### config.mk
export PLATFORM = sky130hd
export DESIGN_NAME = bld_ctrl
export DESIGN_NICKNAME = d
export VERILOG_FILES = /design/src/bld_pkg.sv /design/src/bld_law_map.sv /design/src/bld_ctrl.sv
export SDC_FILE = /design/constraint.sdc
export NUM_CORES = 1
export LEC_CHECK = 0
export BUFFER_PORTS_ARGS = -buffer_cell sky130_fd_sc_hd__buf_2
export CAP_MARGIN = 20
export CORE_MARGIN = 2
export CORE_UTILIZATION = 48
export DETAILED_ROUTE_END_ITERATION = 10
export GPL_TIMING_DRIVEN = 0
export HOLD_SLACK_MARGIN = 0.02
export SLEW_MARGIN = 20
export SYNTH_ARGS = -nofsm -noshare
export SYNTH_HDL_FRONTEND = slang
export SYNTH_HIERARCHICAL = 1
export SYNTH_SLANG_ARGS = --single-unit
### constraint.sdc
create_clock -name i_core_clk -period 15.9 [get_ports i_core_clk]
set_input_delay 3.18 -clock i_core_clk [delete_from_list [all_inputs] [get_ports i_core_clk]]
set_output_delay 3.18 -clock i_core_clk [all_outputs]
set_load 0.05 [all_outputs]
### src/bld_pkg.sv
// package for the backlight level, dim and off control block
// assumes a 250 MHz core clock and byte-wide register access
package bld_pkg;
    // ------------------------------------------------------------
    // register offsets
    // ------------------------------------------------------------
    localparam logic [7:0] ADDR_ENABLE_FLAGS = 8'h00;
    localparam logic [7:0] ADDR_CONTROL      = 8'h02;
    localparam logic [7:0] ADDR_TIMER_CFG    = 8'h03;
    localparam logic [7:0] ADDR_L1_MAX       = 8'h05;
    localparam logic [7:0] ADDR_L1_DIM       = 8'h06;
    localparam logic [7:0] ADDR_L2_MAX       = 8'h07;
    localparam logic [7:0] ADDR_L2_DIM       = 8'h08;
    localparam logic [7:0] ADDR_L3_MAX       = 8'h09;
    localparam logic [7:0] ADDR_L3_DIM       = 8'h0a;
    // ------------------------------------------------------------
    // field positions
    // ------------------------------------------------------------
    localparam int BIT_STANDBY_BAR = 7;
    localparam int BIT_BACKLIGHT_ENABLE_BIT       = 0;
    localparam int BIT_DIM_EN      = 1;
    localparam int POS_LEVEL_SEL   = 0;
    localparam int POS_LAW_SEL     = 4;
    localparam int BIT_KEYPAD_BL   = 6;
    localparam int POS_DIM_TIMER   = 0;
    localparam int POS_OFF_TIMER   = 4;
    // ------------------------------------------------------------
    // reset values and encodings
    // ------------------------------------------------------------
    localparam logic [7:0] RST_ENABLE_FLAGS = 8'h00;
    localparam logic [7:0] RST_CONTROL      = 8'h00;
    localparam logic [7:0] RST_TIMER_CFG    = 8'h00;
    localparam logic [7:0] RST_CODE         = 8'h00;
    localparam logic [1:0] LEVEL_BRIGHT     = 2'h0;
    localparam logic [1:0] LEVEL_MEDIUM     = 2'h1;
    localparam logic [1:0] LEVEL_LOW_LIGHT  = 2'h2;
    localparam logic [1:0] LAW_LINEAR       = 2'h0;
    localparam logic [1:0] LAW_SQUARE       = 2'h1;
    // ------------------------------------------------------------
    // timing
    // ------------------------------------------------------------
    localparam int CLK_MHZ      = 250;
    localparam int TICK_MS      = 10;
    localparam int TICK_CYCLES  = TICK_MS * CLK_MHZ * 1000;
    localparam int MIN_TIMER_S  = 10;
    localparam int MAX_TIMER_S  = 120;
    localparam int TICKS_PER_S  = 1000 / TICK_MS;
endpackage

### src/bld_law_map.sv
// code-to-sink mapping, linear or square law
// assumes the caller registers the result; pure combinational
`timescale 1ns/1ps
module bld_law_map #(
    parameter int CODE_W = 7
) (
    input  wire logic [CODE_W-1:0]   i_code,
    input  wire logic [1:0]          i_law,
    output logic      [2*CODE_W-1:0] o_sink
);
    localparam int FULL = (1 << CODE_W) - 1;
    logic [2*CODE_W-1:0] square;
    // square law scaled so code 127 still yields full scale: code^2/127
    always_comb begin
        square = (2*CODE_W)'((i_code * i_code) / FULL);
        if (i_law == bld_pkg::LAW_SQUARE) begin
            o_sink = {{CODE_W{1'b0}}, square[CODE_W-1:0]};
        end else begin
            o_sink = {{CODE_W{1'b0}}, i_code};
        end
    end
endmodule

### src/bld_ctrl.sv
// backlight level, dim and off control with its register file
// assumes byte register port from a serial bus front end on the same clock
//
// Notes on behaviour
// - level 00 uses registers 05 max and 06 dim; default level
// - level 01 uses registers 07 max and 08 dim
// - level 10 uses registers 09 max and 0a dim
// - level select in register 02 is writable; ambient logic may set it
// - every max and dim code is seven bits, 128 levels
// - law 00 gives current linear in the code
// - law 01 gives square law current
// - in operating mode, enable bit turns backlight on or off
// - dim bit selects dim code while on; clearing returns to max
// - dim code above max is allowed; software should avoid it
// - in keypad mode, a key press with keypad bit set sets the enable bit
// - dim timer field in register 03 with fifteen durations
// - enable starts dim timer at max; expiry sets dim bit
// - clearing dim or rewriting enable restarts dim timer
// - rewriting enable reloads dim timer; clearing enable turns off
// - off timer field in register 03 with fifteen durations
// - enable starts off timer; expiry clears enable bit
// - rewriting enable reloads off timer; clearing turns off at once
// - both timers: max, then dim, then off
`timescale 1ns/1ps
module bld_ctrl #(
    parameter int CODE_W      = 7,
    parameter int TICK_CYCLES = bld_pkg::TICK_CYCLES
) (
    input  wire logic                i_core_clk,
    input  wire logic                i_rstn,
    input  wire logic [7:0]          i_reg_addr,
    input  wire logic [7:0]          i_reg_wdata,
    input  wire logic                i_reg_wr,
    input  wire logic                i_reg_rd,
    input  wire logic                i_keypad_mode,
    input  wire logic                i_key_press,
    input  wire logic                i_auto_level_valid,
    input  wire logic [1:0]          i_auto_level,
    output logic      [7:0]          o_reg_rdata,
    output logic                     o_sink_on,
    output logic      [2*CODE_W-1:0] o_sink_level
);
    // the read path packs a code and a zero into one byte, so only seven bits fit
    if (CODE_W != 7) begin
        $error("code width must be seven");
    end
    if (TICK_CYCLES < 1) begin
        $error("tick must be at least one cycle");
    end

    // ------------------------------------------------------------
    // register storage
    // ------------------------------------------------------------
    logic [7:0]        enable_flags;
    logic [7:0]        control;
    logic [7:0]        timer_cfg;
    logic [CODE_W-1:0] max_code [3];
    logic [CODE_W-1:0] dim_code [3];

    logic [1:0] level_select;
    logic [1:0] law_select;
    logic       keypad_backlight_bit;
    logic       backlight_enable_bit;
    logic       dim_en;
    logic       standby_bar;
    logic [3:0] dim_timer_field;
    logic [3:0] off_timer_field;

    assign level_select         = control[bld_pkg::POS_LEVEL_SEL +: 2];
    assign law_select           = control[bld_pkg::POS_LAW_SEL +: 2];
    assign keypad_backlight_bit = control[bld_pkg::BIT_KEYPAD_BL];
    assign backlight_enable_bit = enable_flags[bld_pkg::BIT_BACKLIGHT_ENABLE_BIT];
    assign dim_en               = enable_flags[bld_pkg::BIT_DIM_EN];
    assign standby_bar          = enable_flags[bld_pkg::BIT_STANDBY_BAR];
    assign dim_timer_field      = timer_cfg[bld_pkg::POS_DIM_TIMER +: 4];
    assign off_timer_field      = timer_cfg[bld_pkg::POS_OFF_TIMER +: 4];

    // ------------------------------------------------------------
    // request decode
    // ------------------------------------------------------------
    // write strobe aimed at one register offset
    function automatic logic wr_hit(input logic       wr,
                                    input logic [7:0] a,
                                    input logic [7:0] target);
        wr_hit = wr && (a == target);
    endfunction

    logic wr_enable_reg;
    logic key_on;
    logic enable_set_req;
    logic dim_expire;
    logic off_expire;

    assign wr_enable_reg  = wr_hit(i_reg_wr, i_reg_addr, bld_pkg::ADDR_ENABLE_FLAGS);
    assign key_on         = i_keypad_mode && keypad_backlight_bit && i_key_press;
    // any write of a one to the enable bit counts as a fresh start
    assign enable_set_req = key_on
                         || (wr_enable_reg && i_reg_wdata[bld_pkg::BIT_BACKLIGHT_ENABLE_BIT]);

    // level index from the select field; 11 falls back to the bright level
    function automatic logic [1:0] level_index(input logic [1:0] sel);
        unique case (sel)
            bld_pkg::LEVEL_MEDIUM:    level_index = 2'h1;
            bld_pkg::LEVEL_LOW_LIGHT: level_index = 2'h2;
            default:                  level_index = 2'h0;
        endcase
    endfunction

    function automatic logic code_addr(input logic [7:0] a);
        code_addr = (a >= bld_pkg::ADDR_L1_MAX) && (a <= bld_pkg::ADDR_L3_DIM);
    endfunction

    // ------------------------------------------------------------
    // enable and dim flags
    // ------------------------------------------------------------
    always_ff @(posedge i_core_clk or negedge i_rstn) begin
        if (!i_rstn) begin
            enable_flags <= bld_pkg::RST_ENABLE_FLAGS;
        end else begin
            if (wr_enable_reg) begin
                enable_flags <= i_reg_wdata;
            end
            // a fresh enable in the expiry cycle restarts at max, so it beats the dim set
            if (dim_expire && !enable_set_req) begin
                enable_flags[bld_pkg::BIT_DIM_EN] <= 1'b1;
            end
            if (off_expire) begin
                enable_flags[bld_pkg::BIT_BACKLIGHT_ENABLE_BIT] <= 1'b0;
            end
            // an enable request arriving with expiry wins
            if (key_on) begin
                enable_flags[bld_pkg::BIT_BACKLIGHT_ENABLE_BIT] <= 1'b1;
            end
            if (enable_set_req) begin
                enable_flags[bld_pkg::BIT_BACKLIGHT_ENABLE_BIT] <= 1'b1;
            end
            // a key-press enable with no enable write in that cycle comes up at max with the timers restarted
            if (enable_set_req && !wr_enable_reg) begin
                enable_flags[bld_pkg::BIT_DIM_EN] <= 1'b0;
            end
        end
    end

    // ------------------------------------------------------------
    // other control registers
    // ------------------------------------------------------------
    always_ff @(posedge i_core_clk or negedge i_rstn) begin
        if (!i_rstn) begin
            control   <= bld_pkg::RST_CONTROL;
            timer_cfg <= bld_pkg::RST_TIMER_CFG;
        end else begin
            if (wr_hit(i_reg_wr, i_reg_addr, bld_pkg::ADDR_CONTROL)) begin
                control <= i_reg_wdata;
            end else if (i_auto_level_valid) begin
                control[bld_pkg::POS_LEVEL_SEL +: 2] <= i_auto_level;
            end
            if (wr_hit(i_reg_wr, i_reg_addr, bld_pkg::ADDR_TIMER_CFG)) begin
                timer_cfg <= i_reg_wdata;
            end
        end
    end

    // dim above max is stored as written, nothing clamps it
    always_ff @(posedge i_core_clk or negedge i_rstn) begin
        if (!i_rstn) begin
            for (int i = 0; i < 3; i++) begin
                max_code[i] <= bld_pkg::RST_CODE[CODE_W-1:0];
                dim_code[i] <= bld_pkg::RST_CODE[CODE_W-1:0];
            end
        end else if (i_reg_wr && code_addr(i_reg_addr)) begin
            for (int i = 0; i < 3; i++) begin
                if (i_reg_addr == bld_pkg::ADDR_L1_MAX + 8'(2*i)) begin
                    max_code[i] <= i_reg_wdata[CODE_W-1:0];
                end
                if (i_reg_addr == bld_pkg::ADDR_L1_DIM + 8'(2*i)) begin
                    dim_code[i] <= i_reg_wdata[CODE_W-1:0];
                end
            end
        end
    end

    // ------------------------------------------------------------
    // timebase and timers
    // ------------------------------------------------------------
    localparam int TB_W = $clog2(TICK_CYCLES + 1);
    localparam int T_W  = 16;
    // the longest duration in ticks must fit the countdown registers
    if (bld_pkg::MAX_TIMER_S * bld_pkg::TICKS_PER_S >= (1 << T_W)) begin
        $error("timer counter too narrow");
    end
    logic [TB_W-1:0] tb_cnt;
    logic            tick;

    always_ff @(posedge i_core_clk or negedge i_rstn) begin
        if (!i_rstn) begin
            tb_cnt <= '0;
            tick   <= 1'b0;
        end else begin
            tick <= (tb_cnt == TB_W'(TICK_CYCLES - 1));
            if (tb_cnt == TB_W'(TICK_CYCLES - 1)) begin
                tb_cnt <= '0;
            end else begin
                tb_cnt <= tb_cnt + 1'b1;
            end
        end
    end

    // code n spans 10 s at code 1 to 120 s at code 15, step near 7.86 s
    function automatic logic [T_W-1:0] timer_ticks(input logic [3:0] f);
        int s;
        s = bld_pkg::MIN_TIMER_S
          + ((int'(f) - 1) * (bld_pkg::MAX_TIMER_S - bld_pkg::MIN_TIMER_S)) / 14;
        timer_ticks = T_W'(s * bld_pkg::TICKS_PER_S);
    endfunction

    logic [T_W-1:0] dim_cnt;
    logic [T_W-1:0] off_cnt;
    logic           dim_run;
    logic           off_run;
    logic           dim_clear_wr;
    logic           lit;

    assign lit          = standby_bar && backlight_enable_bit;
    assign dim_clear_wr = wr_enable_reg && !i_reg_wdata[bld_pkg::BIT_DIM_EN] && dim_en;
    assign dim_expire   = dim_run && tick && (dim_cnt == 16'h0001);
    assign off_expire   = off_run && tick && (off_cnt == 16'h0001);

    always_ff @(posedge i_core_clk or negedge i_rstn) begin
        if (!i_rstn) begin
            dim_cnt <= '0;
            dim_run <= 1'b0;
        end else if (enable_set_req || dim_clear_wr) begin
            dim_cnt <= timer_ticks(dim_timer_field);
            dim_run <= (dim_timer_field != 4'h0);
        end else if (!lit || dim_expire) begin
            dim_run <= 1'b0;
        end else if (dim_run && tick) begin
            dim_cnt <= dim_cnt - 1'b1;
        end
    end

    always_ff @(posedge i_core_clk or negedge i_rstn) begin
        if (!i_rstn) begin
            off_cnt <= '0;
            off_run <= 1'b0;
        end else if (enable_set_req) begin
            off_cnt <= timer_ticks(off_timer_field);
            off_run <= (off_timer_field != 4'h0);
        end else if (!lit || off_expire) begin
            off_run <= 1'b0;
        end else if (off_run && tick) begin
            off_cnt <= off_cnt - 1'b1;
        end
    end

    // ------------------------------------------------------------
    // sink output
    // ------------------------------------------------------------
    logic [1:0]          lvl;
    logic [CODE_W-1:0]   active_code;
    logic [2*CODE_W-1:0] mapped;

    assign lvl         = level_index(level_select);
    assign active_code = dim_en ? dim_code[lvl] : max_code[lvl];

    bld_law_map #(
        .CODE_W (CODE_W)
    ) u_law (
        .i_code (active_code),
        .i_law  (law_select),
        .o_sink (mapped)
    );

    always_ff @(posedge i_core_clk or negedge i_rstn) begin
        if (!i_rstn) begin
            o_sink_on    <= 1'b0;
            o_sink_level <= '0;
        end else begin
            o_sink_on    <= lit;
            o_sink_level <= lit ? mapped : '0;
        end
    end

    // ------------------------------------------------------------
    // read path
    // ------------------------------------------------------------
    // registered so the byte stands until the next read strobe
    always_ff @(posedge i_core_clk or negedge i_rstn) begin
        if (!i_rstn) begin
            o_reg_rdata <= 8'h00;
        end else if (i_reg_rd) begin
            unique case (i_reg_addr)
                bld_pkg::ADDR_ENABLE_FLAGS: o_reg_rdata <= enable_flags;
                bld_pkg::ADDR_CONTROL:      o_reg_rdata <= control;
                bld_pkg::ADDR_TIMER_CFG:    o_reg_rdata <= timer_cfg;
                bld_pkg::ADDR_L1_MAX:       o_reg_rdata <= {1'b0, max_code[0]};
                bld_pkg::ADDR_L1_DIM:       o_reg_rdata <= {1'b0, dim_code[0]};
                bld_pkg::ADDR_L2_MAX:       o_reg_rdata <= {1'b0, max_code[1]};
                bld_pkg::ADDR_L2_DIM:       o_reg_rdata <= {1'b0, dim_code[1]};
                bld_pkg::ADDR_L3_MAX:       o_reg_rdata <= {1'b0, max_code[2]};
                bld_pkg::ADDR_L3_DIM:       o_reg_rdata <= {1'b0, dim_code[2]};
                default:                    o_reg_rdata <= 8'h00;
            endcase
        end
    end
endmodule

Word level (Yosys, flattened, before mapping)
Cells that the tools add are included.
W data, S select, Z words.

cells by class
  div/mod/pow operators = 3
  muxes and demuxes = 30
  $add $sub $neg = 7
  multiply operators = 5
  bitwise logic cells = 1
  reduce and logical (&&, ||, !) cells = 43
  equal/unequal tests = 16
  shift-type cells = 0
  magnitude comparators = 3

operator list
  cell                     number
  $mux W16                 6
  $pmux W8 S9              1
  $add A5 B32 Y32 const A  2
  $div A32 B5 Y32 const B  2
  $mul A32 B6 Y14 const B  2
  $mux W7                  6
  $div A14 B7 Y32 const B  1
  $eq A16 B1 Y1 const B    2
  $sub A16 B1 Y16 const B  2
  $bmux W7 S2              2
  $eq A8 B3 Y1 const B     3
  $eq A8 B4 Y1 const B     3
  $mul A5 B7 Y12 const B   2
  $add A22 B1 Y22 const B  1
  $eq A22 B22 Y1 const B   1
  $mux W22                 1
  $logic_and A1 B1 Y1      17
  $eq A8 B2 Y1 const B     2
  $reduce_and A2 Y1        8
  $mul A7 B7 Y14           1
  $mux W14                 1
  $reduce_bool A4 Y1       3
  $reduce_bool A2 Y1       5
  $sub A4 B1 Y5 const B    2
  14 further kinds         32

word-level totals
  output and inout bits = 23
  memories = 0
  bits in writable memories = 0
  bits in latches = 0
  logic and storage cells = 129
  bits in registers = 146
  memory bits (read-only) = 0
  input bits = 25

Depth between registers and ports, before layout
Gate-level depths: netlist of the first run.

  word-level depth = 11
  gate-level depth with buffers = 60
  gate-level depth less buffers = 54

Modules after synthesis
Netlist of the first run, hierarchy kept.

modules (own cells, without submodules)
  module       times used  cells each  area each (um2)  sequential area each (um2)
  bld_ctrl     1           1675        14656.6          3653.5
  bld_law_map  1           352         2671.3           0.0

Least setup slack after synthesis of the first run
No wires, ideal clock.

  path type = register to register
  from = register timer_cfg[0]
  to = register dim_cnt[15]
  buffers on the path = 4
  data required time = 15.806 ns
  setup time = 0.094 ns
  stages on the path, launching flop included = 54
  clock period less this slack = 12.172 ns
  arrival time = 12.078 ns
  path slack = 3.728 ns
  cells stage by stage = dfrtp_1 -> clkbuf_1 -> inv_1 -> ha_1 -> xor2_1 -> ha_1 -> ha_1 -> fa_1 -> ha_1 -> fa_1 -> clkbuf_1 -> or4_4 -> a221oi_4 -> xnor2_1 -> and4_1 -> o41a_1 -> a21oi_4 -> o211ai_4 -> (+18 left out) -> xor2_1 -> fa_1 -> ha_1 -> ha_1 -> inv_1 -> fa_1 -> inv_1 -> a21oi_1 -> o21ai_0 -> and2_1 -> o21ai_0 -> nand2b_1 -> a21o_1 -> a21o_1 -> xor2_1 -> nand2_1 -> a21oi_1 -> a211oi_1

between the ends
  longest elaborated chain between the ends = 6

ends and longest elaborated chain
  item                      RTL line         source
  start: declaration        bld_ctrl.sv:56   logic [7:0] timer_cfg;
  start signal: assignment  bld_ctrl.sv:150  timer_cfg <= bld_pkg::RST_TIMER_CFG;
  start signal: assignment  bld_ctrl.sv:158  timer_cfg <= i_reg_wdata;
  $sub A4 B1 Y5             bld_ctrl.sv:212  + ((int'(f) - 1) * (bld_pkg::MAX_TIMER_S - bld_pkg::MIN_TIMER_S)) / 14;
  $mul A5 B7 Y12            bld_ctrl.sv:212
  $div A32 B5 Y32           bld_ctrl.sv:212
  $add A5 B32 Y32           bld_ctrl.sv:212
  $mul A32 B6 Y14           bld_ctrl.sv:213  timer_ticks = T_W'(s * bld_pkg::TICKS_PER_S);
  $mux W16                  bld_ctrl.sv:232  end else if (enable_set_req || dim_clear_wr) begin
  end signal: assignment    bld_ctrl.sv:233  dim_cnt <= timer_ticks(dim_timer_field);
  end signal: assignment    bld_ctrl.sv:238  dim_cnt <= dim_cnt - 1'b1;
  end: declaration          bld_ctrl.sv:216  logic [T_W-1:0] dim_cnt;

No other way between the ends.
A chain may end at the register's enable or synchronous reset.

Worst setup path in the final report of the first run
Same ends and word-level chain as after synthesis.

==> results summary, run 1 <==
The arrival time of the worst setup path is between 10 and 15 ns. The tool flagged a number of max-cap violations equal to 0. The number of buffers inserted during clock tree synthesis is 17.

The first-pass GRT wire length is approximately 76 mm. The HPWL reported at the end of detailed placement is 36.3 mm. The boundary pin count came out at 48. The share of total power consumed by net switching came out at 50.1%. The overall die width came out at around 190 um.

The cell sitting at the root of the clock tree is a sky130_fd_sc_hd__clkbuf_16. The flop-to-flop setup slack came out at 1.46 ns. In the finished design, the share of the clock period the worst path needs comes to between 90% and 100%. The worst hold-check path type is flop to flop. Across the routed clock network, the largest skew measured is 0.0137 ns. The maximum count of clock buffers along a single path is 2. The fraction of synthesis flops using an asynchronous set or reset pin came out at 100%. The count of antenna-violating nets left after detailed routing is 0. The layout overhead on the synthesized area came out at 8.44%.

The proportion of power drawn by flip-flops and latches is approximately 13%. The endpoint identified for the worst register-to-register timing path is dim_cnt[15]$_DFFE_PN0P_. The total via count after detailed routing came out at between 15000 and 20000. Along the worst path, the maximum fanout reaches 10. The height of the die is roughly 190 um. The congestion estimate from routability-driven global placement came to 0.907. The worst register-to-register path begins at timer_cfg[0]$_DFFE_PN0P_. The sum of overflow across all layers after global routing came out at 0. The post-CTS repair timing setup buffer count is 0.

The total track usage is around 24%. The design internal power is approximately 1.8 mW. The clock-pin slew reported for the worst setup and hold paths after clock tree synthesis is about 0.06 ns. The areal power density over the cells came out at approximately 200 nW/um2.

The number of pins exceeding their max-slew limit in the final report came out at 0. In the routed layout, each cell is associated on average with a via count of 5.96. The clock period minus final worst setup slack is between 10 and 15 ns. The worst hold path depth is 1. The number of antenna cells inserted came out at 0. After filler insertion, the fill cell instance count of the layout stands at between 3000 and 4000. The quantity of I/O buffers inserted on ports came out at 43. The critical path starts at timer_cfg[0]$_DFFE_PN0P_.

The run finished with clean final reports. In this run, the combinational gates consume around three quarters of the power. For hold timing, the worst endpoint is tb_cnt[4]$_DFF_PN0_. The mean instance size in the synthesized netlist came out at 8.55 um2.

The sum of routed wire length over all layers came out at 45.7 mm. In this run the static leakage power is roughly 8.6 nW. The gate count of the mapped netlist is 2027. Summing all multi-input logic gate instances after layout gives 12800 um2. The sort of element at the start of the critical path is a flop. For this run, the leading register cell type out of synthesis is sky130_fd_sc_hd__dfrtp_1. Of the cells placed in the final design, the portion with a size suffix greater than 1 is between 10 and 15%. The number of hold violations in the final report came out at 0.

For this block, the initial DRC count from the detailed router was just over 800. The mapped netlist covers 17300 um2. The slowest stage of the critical path is the sky130_fd_sc_hd__a21oi_1 cell. The initial utilization of the core area, before any placement, comes to approximately half. The wire length per cell after detailed routing is approximately 18 um. The start-to-end type of the worst setup path is flop to flop. The register bit count reported by yosys is roughly 150. The number of H-tree levels came out at 4. The total power after layout is between 3 and 4 mW. Counting cells, the worst reg-to-reg path comes to 52.

Setup repair after global routing left no endpoint under its margin. The number of hold buffers added after CTS was 0. The utilization of the core after routing came out at between 50% and 60%. The later pin in the worst-skew pair is clocked with a latency of approximately 0.44 ns. Based on the critical path, the design can be clocked at up to 0.0692 GHz. TritonCTS built the clock tree. The setup-violating endpoint count in the final report came out at 0. The first-pass detailed-route iteration total is 5. The number of placement rows is between 60 and 70. The sequential cell area fraction in the yosys report came out at a little over a fifth.

The CTS sink count is 146. The number of gates resized after cts is 0. Final hold analysis gives a worst-case slack of 0.469 ns. Counting distinct cell types in the post-synthesis netlist gives ~130. The die footprint is between 30000 and 40000 um2. By instance count, the cell type seen most on the critical path is sky130_fd_sc_hd__ha_1. The sequential cell area came out at ~3700 um2. The power spent charging and discharging nets is between 1.5 and 2 mW. The number of warnings printed during yosys synthesis came out at 6. The worst ir drop on vdd came out at roughly 0.29 mV.

The via count of the first global-routing pass came out at 14900. For the pin with the worst max-slew slack, the measured transition is 0.966 ns. The required time reported for the critical path endpoint is between 15 and 20 ns. The area of the core region came out at approximately 36000 um2. After routing, the total negative slack on setup checks comes to 0 ns.

The number of antenna violations at the first check in global routing came to 0. The tightest slew margin relative to the limit is 34.9%. The largest stage delay on the critical path is between 0.7 and 0.8 ns.

The final layout contains 2299 nets. The worst setup path is captured at a flop. The clock network is responsible for 11.3% of the overall power.

After detailed routing, the number of remaining DRC violations is 0. The count of flip-flops with a built-in enable after synthesis came out at 0. The pin count of the biggest net entering global routing is 81.

The worst hold path begins at tb_cnt[4]$_DFF_PN0_.
## cells in the mapped netlist (21+ instances only)
cell | instances | area share [%]
sky130_fd_sc_hd__a31oi_1 | 32 | 1.2
sky130_fd_sc_hd__nor3_1 | 42 | 1.2
sky130_fd_sc_hd__nand2_1 | 153 | 3.3
sky130_fd_sc_hd__and3_1 | 40 | 1.4
sky130_fd_sc_hd__clkbuf_1 | 55 | 1.2
sky130_fd_sc_hd__mux2_2 | 62 | 4.0
sky130_fd_sc_hd__xor2_1 | 70 | 3.5
sky130_fd_sc_hd__nor4_1 | 23 | 0.83
sky130_fd_sc_hd__a21o_1 | 35 | 1.5
sky130_fd_sc_hd__a21oi_1 | 116 | 3.4
sky130_fd_sc_hd__mux2i_1 | 36 | 2.1
sky130_fd_sc_hd__o22ai_1 | 21 | 0.76
sky130_fd_sc_hd__inv_1 | 124 | 2.7
sky130_fd_sc_hd__o21ai_0 | 84 | 2.4
sky130_fd_sc_hd__nor2_1 | 166 | 3.6
sky130_fd_sc_hd__fa_1 | 38 | 4.4
sky130_fd_sc_hd__and2_1 | 45 | 1.6
sky130_fd_sc_hd__nand3_1 | 53 | 1.5
sky130_fd_sc_hd__ha_1 | 140 | 10
sky130_fd_sc_hd__xnor2_1 | 92 | 4.7
sky130_fd_sc_hd__dfrtp_1 | 146 | 21
## worst max-delay path by stage
| stage | to | slack, ns | cells past startpoint |
|---|---|---|---|
| final | dim_cnt[15]$_DFFE_PN0P_ | 1.46 | 52 |
| after detailed placement | dim_cnt[15]$_DFFE_PN0P_ | 1.52 | 52 |
| after global placement | dim_cnt[15]$_DFFE_PN0P_ | 1.60 | 52 |
| after floorplan | dim_cnt[15]$_DFFE_PN0P_ | 3.73 | 53 |
| after global routing | dim_cnt[15]$_DFFE_PN0P_ | 0.14 | 52 |
| after CTS | dim_cnt[15]$_DFFE_PN0P_ | 1.47 | 52 |
## through the flow
stage	instance area, um2	setup WS, ns	std cells
2_1_floorplan	17400	3.73	2033
3_3_place_gp	18100	1.60	2537
3_5_place_dp	18200	1.52	2538
4_1_cts	18800	1.47	2570
5_1_grt	18800	0.143	2570
6_report	18800	1.46	2570
## final cells by class
class                      count  area share, %
inverter                     126           2.52
clock buffer                  19           2.36
multi-input combinational   1672           68.2
timing repair buffer          44           1.35
tap                          461           3.07
clock inverter                13          0.892
sequential                   146           19.4
buffer                        89           2.22
## power by group through the flow
stage	clock (mW)	combinational, mW	sequential (mW)
after global placement	0	2.77	0.466
after detailed placement	0	2.79	0.467
after global routing	0.440	3.25	0.468
after floorplan	0	2.20	0.457
after CTS	0.426	2.82	0.461
final	0.419	2.82	0.461
## per-layer routing
metal,vias up,GRT usage (%),share of wire [%]
met4,0,4.63,1.2
met5,-,0,0
met1,7446,33.0,48
met3,41,3.18,3.4
met2,273,41.4,48
li1,7569,-,-
## worst max-delay path: cells and delay by family, from the launching register on
kind / cells / cell delay (ns)
compound gates: 22 / 6.32
xor+xnor: 4 / 1.15
fa+ha+maj: 12 / 3.82
buf+inv: 6 / 1.27
flops: 1 / 0.44
simple gates: 8 / 1.31
## registers in the layout, summed over array words and instances (netlist names)
register	count
timer_cfg	8
max_code	21
enable_flags	8
dim_code	21
off_run	1
tick	1
dim_cnt	16
dim_run	1
o_sink_on	1
off_cnt	16
tb_cnt	22
o_sink_level	14
control	8
o_reg_rdata	8
## kinds of logic after synthesis
| kind of cell | Yosys count | synth area share (%) |
|---|---|---|
| adders and majority gates | 182 | 14.7 |
| buffers and inverters | 215 | 5.14 |
| and+or+nand+nor | 659 | 19.6 |
| other | 1 | 0.0216 |
| muxes | 108 | 7.25 |
| xor gates and xnor gates | 170 | 9.01 |
| AOI/OAI and AO/OA | 546 | 23.1 |
| DFF | 146 | 21.1 |
## layout by cell type, fill, tap and decap left out, types with 11 or more instances in the layout
| cell type | n |
|---|---|
| sky130_fd_sc_hd__o31ai_1 | 15 |
| sky130_fd_sc_hd__o21a_1 | 18 |
| sky130_fd_sc_hd__o211ai_1 | 14 |
| sky130_fd_sc_hd__a21oi_1 | 116 |
| sky130_fd_sc_hd__nand4_1 | 18 |
| sky130_fd_sc_hd__nor3b_1 | 11 |
| sky130_fd_sc_hd__xnor2_1 | 92 |
| sky130_fd_sc_hd__o21ai_1 | 13 |
| sky130_fd_sc_hd__o21ai_0 | 83 |
| sky130_fd_sc_hd__or3_1 | 16 |
| sky130_fd_sc_hd__clkbuf_1 | 56 |
| sky130_fd_sc_hd__buf_2 | 58 |
| sky130_fd_sc_hd__dfrtp_1 | 146 |
| sky130_fd_sc_hd__ha_1 | 140 |
| sky130_fd_sc_hd__clkbuf_16 | 17 |
| sky130_fd_sc_hd__fa_1 | 38 |
| sky130_fd_sc_hd__a211oi_1 | 18 |
| sky130_fd_sc_hd__nor2b_1 | 13 |
| sky130_fd_sc_hd__nor4_1 | 23 |
| sky130_fd_sc_hd__a31oi_1 | 32 |
| sky130_fd_sc_hd__o22ai_1 | 21 |
| sky130_fd_sc_hd__nor2_1 | 166 |
| sky130_fd_sc_hd__nor3_1 | 42 |
| sky130_fd_sc_hd__nand3_1 | 53 |
| sky130_fd_sc_hd__xor2_1 | 70 |
| sky130_fd_sc_hd__inv_1 | 124 |
| sky130_fd_sc_hd__nand2b_1 | 15 |
| sky130_fd_sc_hd__and2_1 | 45 |
| sky130_fd_sc_hd__nand2_1 | 153 |
| sky130_fd_sc_hd__a211o_1 | 16 |
| sky130_fd_sc_hd__mux2i_1 | 36 |
| sky130_fd_sc_hd__and3_1 | 40 |
| sky130_fd_sc_hd__mux2_2 | 62 |
| sky130_fd_sc_hd__buf_4 | 11 |
| sky130_fd_sc_hd__a21o_1 | 35 |
No activity file was read; power rests on OpenSTA's default activity.
==> inputs of run 2 (changes only) <==
--- a/config.mk
+++ b/config.mk
@@ -5,6 +5,7 @@
 export SDC_FILE = /design/constraint.sdc
 export NUM_CORES = 1
 export LEC_CHECK = 0
+export ABC_AREA = 1
 export BUFFER_PORTS_ARGS = -buffer_cell sky130_fd_sc_hd__buf_2
 export CAP_MARGIN = 20
 export CORE_MARGIN = 2
@@ -12,7 +13,6 @@
 export DETAILED_ROUTE_END_ITERATION = 10
 export GPL_TIMING_DRIVEN = 0
 export HOLD_SLACK_MARGIN = 0.02
-export SLEW_MARGIN = 20
 export SYNTH_ARGS = -nofsm -noshare
 export SYNTH_HDL_FRONTEND = slang
 export SYNTH_HIERARCHICAL = 1
==> results summary, run 2 <==
Commonest non-fill, non-tap cells in the layout: sky130_fd_sc_hd__nand2_1, sky130_fd_sc_hd__inv_1, sky130_fd_sc_hd__nor2_1, sky130_fd_sc_hd__nand3_1, sky130_fd_sc_hd__dfrtp_1 (was sky130_fd_sc_hd__nor2_1, sky130_fd_sc_hd__nand2_1, sky130_fd_sc_hd__dfrtp_1, sky130_fd_sc_hd__ha_1, sky130_fd_sc_hd__inv_1). The number of cells traversed by the worst register-to-register path is 69 (was 52). The height of the die came out at 192 um (was 194 um). The cell at the slowest stage of the critical path is sky130_fd_sc_hd__dfrtp_1 (was sky130_fd_sc_hd__a21oi_1).

The via count of the first global-routing pass came out at 15100 (was 14900). The startpoint of the worst register-to-register path is timer_cfg[4]$_DFFE_PN0P_ (was timer_cfg[0]$_DFFE_PN0P_). The commonest non-fill, non-tap cell in the layout is sky130_fd_sc_hd__nand2_1 (was sky130_fd_sc_hd__nor2_1). The number of warnings printed during yosys synthesis came out at 6 (unchanged). The required time reported for the critical path endpoint came out at 16.25 ns (was 16.21 ns). The die footprint is 36900 um2 (was 37600 um2). The busiest layer in global routing is met2 (unchanged). The total negative slack for setup checks is 0 ns (unchanged). The number of antenna cells inserted came out at 0 (unchanged). The most frequent cell after synthesis is sky130_fd_sc_hd__nand2_1 (was sky130_fd_sc_hd__nor2_1). The fraction of synthesis flops using an asynchronous set or reset pin came out at 100% (unchanged). The total via count after detailed routing came out at 15900 (was 15300).

The element type at the critical path end was a flop (unchanged). The worst slack at placement is 3.21 ns (was 1.52 ns). The overall die width was 192 um (was 194 um).

The number of DRC markers in iteration 0 is 920 (was 813). The wire length per cell after detailed routing is 13.8 um (was 17.8 um). The latest clock arrival within the worst-skew pair is 0.44 ns (about the same). The number of fill cells came out at 3499 (was 3420).

The placed cell area came out at 17800 um2 (was 18200 um2). The total track usage is 24.0% (was 24.3%). The sum of overflow across all layers after global routing came out at 0 (unchanged). The largest fanout on the critical path is 10 (unchanged). The cell area after layout is 18500 um2 (was 18800 um2).

The first-pass GRT wire length came out at 72.4 mm (was 76.1 mm). Result of the run: finished clean (unchanged). The pin count of the biggest net entering global routing is 76 (was 81). The worst hold-check path type is flop to flop (unchanged). The largest stage delay on the critical path came out at 0.63 ns (was 0.71 ns). The HPWL reported at the end of detailed placement came out at 34.2 mm (was 36.3 mm).

The sum of routed wire length over all layers is 42.0 mm (was 45.7 mm). The sequential cell area fraction in the yosys report is 21.5% (was 21.1%). The number of placement rows is 68 (was 69). The flop-to-flop setup slack is 3.12 ns (was 1.46 ns).

Setup repair after global routing missed its margin: false (unchanged). The capture instance of the worst register-to-register path is off_cnt[15]$_DFFE_PN0P_ (was dim_cnt[15]$_DFFE_PN0P_). The number of violations of the max-capacitance limit is 0 (unchanged). The critical path startpoint is timer_cfg[4]$_DFFE_PN0P_ (was timer_cfg[0]$_DFFE_PN0P_). The maximum count of clock buffers along a single path was 2 (unchanged). The start-to-end type of the worst setup path is flop to flop (unchanged).

Top cell types by occurrence after synthesis: sky130_fd_sc_hd__nand2_1, sky130_fd_sc_hd__inv_1, sky130_fd_sc_hd__nor2_1 (was sky130_fd_sc_hd__nor2_1, sky130_fd_sc_hd__nand2_1, sky130_fd_sc_hd__dfrtp_1). The count of unresolved DRC violations after routing is 0 (unchanged). The count of cell types in the netlist is 71 (was 134). The transition time at the pin with the least slew margin is 0.958 ns (was 0.966 ns).

The boundary pin count is 48 (unchanged). The count of antenna-violating nets left after detailed routing came out at 0 (unchanged). The count of flip-flops with a built-in enable after synthesis came to 0 (unchanged). The number of buffers inserted during clock tree synthesis came out at 17 (unchanged). The CTS sink count was 146 (unchanged). The cell seen most often among critical-path stages is sky130_fd_sc_hd__ha_1 (unchanged). The first-pass detailed-route iteration total was 6 (was 5). Biggest registers after layout: tb_cnt (22), dim_code (21), max_code (21) (unchanged).

The clock-pin slew reported for the worst setup and hold paths after clock tree synthesis came out at 0.08 ns (was 0.06 ns). The capture point of the worst path is off_cnt[15]$_DFFE_PN0P_ (was dim_cnt[15]$_DFFE_PN0P_). The highest clock frequency the design can meet came out at 0.0783 GHz (was 0.0692 GHz). The most frequently used flop master after synthesis is sky130_fd_sc_hd__dfrtp_1 (unchanged). The largest register by flop count is tb_cnt (unchanged).

The final cycle utilization of the critical path is 80.4% (was 90.8%). The total standard cell area after synthesis is 17000 um2 (was 17300 um2). The sort of element at the start of the critical path is a flop (unchanged). The total number of nets in the final design came out at 2786 (was 2299). The share of the synthesized area in the top cell type came to 21.5% (was 21.1%). The root buffer selected by CTS is sky130_fd_sc_hd__clkbuf_16 (unchanged). The final weighted congestion of routability-driven global placement came to 0.920 (was 0.907). The arrival time of the worst setup path came out at 13.13 ns (was 14.75 ns).

The flip-flop count of the largest register after layout came to 22 (unchanged). The mean instance size in the synthesized netlist is 6.76 um2 (was 8.55 um2). The number of pins exceeding their max-slew limit in the final report came out at 0 (unchanged). The number of antenna violations at the first check in global routing is 1 (was 0).

The number of H-tree levels was 4 (unchanged). The area of the core region is 34700 um2 (was 35600 um2). The quantity of I/O buffers inserted on ports came out at 47 (was 43). Top cells by area, synth: sky130_fd_sc_hd__dfrtp_1, sky130_fd_sc_hd__nand2_1, sky130_fd_sc_hd__ha_1, sky130_fd_sc_hd__inv_1, sky130_fd_sc_hd__nand3_1 (was sky130_fd_sc_hd__dfrtp_1, sky130_fd_sc_hd__ha_1, sky130_fd_sc_hd__xnor2_1, sky130_fd_sc_hd__fa_1, sky130_fd_sc_hd__mux2_2). The leading area contributor after synthesis is sky130_fd_sc_hd__dfrtp_1 (unchanged). The worst clock skew on the final layout came out at 0.0220 ns (was 0.0137 ns). The gate count of the mapped netlist is 2510 (was 2027). The final worst setup slack came out at 3.12 ns (was 1.46 ns). The tightest slew margin relative to the limit is 35.6% (was 34.9%).

The initial cell density of the core is 48.9% (was 48.7%). The layout overhead on the synthesized area was 8.73% (was 8.44%). The global-route track usage on met3 is 3.51% (was 3.18%). The fraction of final layout cells sized beyond drive strength 1 is 11.6% (was 12.4%). The TritonCTS clock tree was yes (unchanged). The number of hold violations in the final report came out at 0 (unchanged). The met1 capacity usage during global routing was 33.0% (about the same). The post-CTS repair timing setup buffer count is 0 (unchanged). The clock period minus final worst setup slack is 12.78 ns (was 14.44 ns). The post-detailed-route via-to-cell ratio is 5.20 (was 5.96). The met2 capacity usage during global routing came out at 40.1% (was 41.4%). The worst hold path startpoint is o_reg_rdata[6]$_DFFE_PN0P_ (was tb_cnt[4]$_DFF_PN0_).

The number of gates resized after cts came out at 0 (unchanged). The register bit count reported by yosys is 146 (unchanged). The cts-stage hold buffer count was 0 (unchanged). The setup-violating endpoint count in the final report came out at 0 (unchanged).
## run 2: changes by cell type in the layout (fill, tap and decap cells not counted), moves of 53 or more
cell / change
sky130_fd_sc_hd__a21oi_1: -53
sky130_fd_sc_hd__xnor2_1: -66
sky130_fd_sc_hd__mux2_2: -62
sky130_fd_sc_hd__nand3_1: +139
sky130_fd_sc_hd__nand2_1: +492
sky130_fd_sc_hd__inv_1: +254
## run 2: cell type report
class	count	area, um2	share of cell area [%]
plain buffers	48	234	1.27
clock buffers	17	425	2.31
clock inverters	15	189	1.02
inverters	420	1580	8.56
multi-input cells	1902	11500	62.5
flip-flops and latches	146	3650	19.8
well taps	455	569	3.08
repair buffers	48	269	1.46
## run 2: stage by stage
| stage | utilization [%] | hold WS (ns) | std cells |
|---|---|---|---|
| finish | 53.2 | 0.475 | 3051 |
| global route | 53.2 | 0.496 | 3051 |
| CTS | 53.2 | 0.483 | 3051 |
| detailed placement | 51.4 | 0.466 | 3019 |
| global placement | 51.3 | 0.462 | 3018 |
| floorplan | - | 0.453 | 2516 |
## run 2: how the worst min path moves through the flow
stage | end | slack, ns | cells after the start
after floorplan | control[3]$_DFFE_PN0P_ | 0.45 | 2
after global placement | o_reg_rdata[6]$_DFFE_PN0P_ | 0.46 | 1
after detailed placement | o_reg_rdata[6]$_DFFE_PN0P_ | 0.47 | 1
after CTS | o_reg_rdata[6]$_DFFE_PN0P_ | 0.48 | 1
after global routing | o_reg_rdata[6]$_DFFE_PN0P_ | 0.50 | 1
final | o_reg_rdata[6]$_DFFE_PN0P_ | 0.48 | 1
## run 2: critical path: cells and delay by family, from the launching register on
family,cells,cell delay (ns)
compound gates,7,1.11
xor+xnor,5,1.28
fa+ha+maj,12,3.96
buf+inv,6,0.80
flops,1,0.63
simple gates,39,4.88
## run 2: routing by layer
layer	share of wire (%)	routed length, um
met1	48	20300
met3	4.7	1980
met4	1.4	592
met2	46	19200
met5	0.024	10
## run 2: cell families after synthesis
group / Yosys count / synth area share (%)
other cells: 1 / 0.0221
simple gates: 1295 / 35.9
mux: 1 / 0.0590
fa+ha+maj: 178 / 14.8
xor+xnor: 107 / 5.79
flops: 146 / 21.5
compound gates: 314 / 11.2
buf+inv: 468 / 10.7
Power of run 2 is not shown: default switching activity piles up to over one toggle a cycle in this logic, so the estimate is an artifact.
==> inputs of run 3 (changes only) <==
--- a/config.mk
+++ b/config.mk
@@ -13,6 +13,7 @@
 export DETAILED_ROUTE_END_ITERATION = 10
 export GPL_TIMING_DRIVEN = 0
 export HOLD_SLACK_MARGIN = 0.02
+export PLACE_DENSITY = 0.66
 export SYNTH_ARGS = -nofsm -noshare
 export SYNTH_HDL_FRONTEND = slang
 export SYNTH_HIERARCHICAL = 1
==> constraint.sdc (replaced) <==
create_clock -name i_core_clk -period 11 [get_ports i_core_clk]
set_input_delay 2.2 -clock i_core_clk [delete_from_list [all_inputs] [get_ports i_core_clk]]
set_output_delay 2.2 -clock i_core_clk [all_outputs]
set_load 0.05 [all_outputs]
==> results summary, run 3 (synthesis gave the netlist of run 2 again) <==
Result of the run: complete, but fails checks (was finished clean). The final reports fail on setup timing. The clock-pin slew reported for the worst setup and hold paths after clock tree synthesis is 0.07 ns (was 0.08 ns). The pin count of the biggest net entering global routing came out at 81 (was 76). The number of buffers inserted during clock tree synthesis came out at 17 (unchanged).

The required time reported for the critical path endpoint was 11.36 ns (was 16.25 ns). The final instance count without filler cells is 3201 (was 3051). The count of antenna-violating nets left after detailed routing was 0 (unchanged). The final cycle utilization of the critical path is 102% (was 80.4%).

The worst hold path depth is 2 (was 1). The area of the core region came out at 34700 um2 (unchanged). The largest fanout on the critical path came out at 4 (was 10).

The highest clock frequency the design can meet is 0.0890 GHz (was 0.0783 GHz). The flip-flop count of the largest register after layout is 22 (unchanged). The initial cell density of the core came out at 48.9% (unchanged).

The global-route track usage on met3 was 3.31% (was 3.51%). Setup repair after global routing missed its margin: true (was false). The setup-violating endpoint count in the final report is 1 (was 0). The boundary pin count is 48 (unchanged). The number of H-tree levels came out at 4 (unchanged). The fraction of final layout cells sized beyond drive strength 1 came out at 24.5% (was 11.6%). The largest stage delay on the critical path came out at 0.55 ns (was 0.63 ns). The met2 capacity usage during global routing is 43.4% (was 40.1%). The number of pins exceeding their max-slew limit in the final report is 0 (unchanged). The worst clock skew on the final layout came to 0.0171 ns (was 0.0220 ns).

The sum of routed wire length over all layers came out at 48.0 mm (was 42.0 mm). The arrival time of the worst setup path is 11.60 ns (was 13.13 ns). The wire length per cell after detailed routing came out at 15.0 um (was 13.8 um).

The worst hold-check path type is flop to flop (unchanged). The number of hold violations in the final report is 0 (unchanged). The element type at the critical path end is a flop (unchanged). The start-to-end type of the worst setup path was flop to flop (unchanged). The count of unresolved DRC violations after routing is 0 (unchanged). The met1 capacity usage during global routing came out at 32.9% (was 33.0%). The number of DRC markers in iteration 0 is 1129 (was 920).

The HPWL reported at the end of detailed placement is 34.1 mm (was 34.2 mm). The final worst setup slack came out at -0.236 ns (was 3.12 ns). The overall die width came to 192 um (unchanged). The final weighted congestion of routability-driven global placement is 0.935 (was 0.920).

The total negative slack for setup checks came out at -0.236 ns (was 0 ns). The first-pass GRT wire length is 75.8 mm (was 72.4 mm). The worst slack at placement is -1.65 ns (was 3.21 ns). The critical path startpoint is timer_cfg[4]$_DFFE_PN0P_ (unchanged). The capture instance of the worst register-to-register path was off_cnt[15]$_DFFE_PN0P_ (unchanged).

The flop-to-flop setup slack is -0.24 ns (was 3.12 ns). The cell at the slowest stage of the critical path is sky130_fd_sc_hd__fa_1 (was sky130_fd_sc_hd__dfrtp_1). The startpoint of the worst register-to-register path is timer_cfg[4]$_DFFE_PN0P_ (unchanged). The height of the die was 192 um (unchanged). The busiest layer in global routing is met2 (unchanged).

The commonest non-fill, non-tap cell in the layout is sky130_fd_sc_hd__nand2_1 (unchanged). The number of cells traversed by the worst register-to-register path came to 69 (unchanged). The number of antenna cells inserted came out at 0 (unchanged). The number of antenna violations at the first check in global routing came out at 0 (was 1).

The sum of overflow across all layers after global routing is 0 (unchanged). The largest register by flop count was tb_cnt (unchanged). The TritonCTS clock tree was yes (unchanged). The latest clock arrival within the worst-skew pair was 0.45 ns (was 0.44 ns). The CTS sink count came to 146 (unchanged). The number of cells after detailed placement is 3019 (unchanged).

The total via count after detailed routing came out at 17100 (was 15900). The via count of the first global-routing pass came out at 16100 (was 15100). The capture point of the worst path is off_cnt[15]$_DFFE_PN0P_ (unchanged).

The maximum count of clock buffers along a single path came to 2 (unchanged). The post-detailed-route via-to-cell ratio came out at 5.35 (was 5.20). The quantity of I/O buffers inserted on ports is 47 (unchanged). The die footprint is 36900 um2 (unchanged). The number of violations of the max-capacitance limit came out at 0 (unchanged).

The number of fill cells was 3125 (was 3499). The root buffer selected by CTS is sky130_fd_sc_hd__clkbuf_16 (unchanged). The total track usage is 25.2% (was 24.0%). The transition time at the pin with the least slew margin came out at 0.932 ns (was 0.958 ns). The clock period minus final worst setup slack came out at 11.24 ns (was 12.78 ns).

The total number of nets in the final design is 2937 (was 2786). The utilization of the core after routing came out at 60.9% (was 53.2%). The first-pass detailed-route iteration total was 6 (unchanged). The number of placement rows came out at 68 (unchanged). The tightest slew margin relative to the limit came out at 37.4% (was 35.6%). The sort of element at the start of the critical path is a flop (unchanged). Commonest non-fill, non-tap cells in the layout: sky130_fd_sc_hd__nand2_1, sky130_fd_sc_hd__inv_1, sky130_fd_sc_hd__nor2_1, sky130_fd_sc_hd__nand3_1, sky130_fd_sc_hd__buf_4 (was sky130_fd_sc_hd__nand2_1, sky130_fd_sc_hd__inv_1, sky130_fd_sc_hd__nor2_1, sky130_fd_sc_hd__nand3_1, sky130_fd_sc_hd__dfrtp_1). The layout overhead on the synthesized area was 24.5% (was 8.73%). Biggest registers after layout: tb_cnt (22), dim_code (21), max_code (21) (unchanged).
-- run 3: changes by cell type in the layout (fill, tap and decap cells not counted), moves of 28 or more --
cell                      previous run  this run
sky130_fd_sc_hd__buf_4               9       156
sky130_fd_sc_hd__ha_4                0        28
sky130_fd_sc_hd__nand2_1           645       588
sky130_fd_sc_hd__ha_1              140       107
sky130_fd_sc_hd__nand2_2            49        78
sky130_fd_sc_hd__nand3_1           192       159
sky130_fd_sc_hd__nand2_4             9        38
-- run 3: cell type report --
cell class | instances | area (um2) | share of cell area [%]
multi-input cells | 1903 | 13100 | 62.0
flip-flops and latches | 146 | 3660 | 17.3
inverters | 420 | 1600 | 7.58
repair buffers | 198 | 1410 | 6.65
well taps | 455 | 569 | 2.69
clock buffers | 21 | 470 | 2.23
plain buffers | 48 | 241 | 1.14
clock inverters | 10 | 88.8 | 0.420
-- run 3: through the flow --
stage | cell area (um2) | hold slack (ns)
5_1_grt | 21100 | 0.509
6_report | 21100 | 0.477
3_3_place_gp | 17800 | 0.466
3_5_place_dp | 17800 | 0.467
4_1_cts | 19500 | 0.486
2_1_floorplan | 17000 | 0.453
-- run 3: repair_timing --
item / 4_1_cts / 5_1_grt
pin swaps: 60 / 175
cloned: 1 / 0
resized for setup: 103 / 233
setup buffers: 84 / 73
hold buffers: 0 / 0
setup endpoints to repair: 17 / 13
-- run 3: worst max-delay path: cells and delay by family, from the launching register on --
family          cells  cell delay, ns
simple gates       37            4.32
fa+ha+maj          12            3.73
buf+inv             7            0.62
compound gates      8            1.02
xor+xnor            5            0.99
flops               1            0.39
-- run 3: per-layer routing --
layer / vias to the layer above / wire length [um]
met1: 8078 / 20900
met4: 0 / 1420
met5: - / 0
li1: 8499 / -
met3: 104 / 2100
met2: 444 / 23500
-- run 3: worst min path at each step --
stage / start / end / slack, ns
global route: o_reg_rdata[3]$_DFFE_PN0P_ / o_reg_rdata[3]$_DFFE_PN0P_ / 0.51
global placement: o_reg_rdata[6]$_DFFE_PN0P_ / o_reg_rdata[6]$_DFFE_PN0P_ / 0.47
CTS: o_reg_rdata[5]$_DFFE_PN0P_ / o_reg_rdata[5]$_DFFE_PN0P_ / 0.49
floorplan: control[3]$_DFFE_PN0P_ / control[3]$_DFFE_PN0P_ / 0.45
finish: o_reg_rdata[2]$_DFFE_PN0P_ / o_reg_rdata[2]$_DFFE_PN0P_ / 0.48
detailed placement: o_reg_rdata[2]$_DFFE_PN0P_ / o_reg_rdata[2]$_DFFE_PN0P_ / 0.47
Power of run 3 is left out for the same reason.
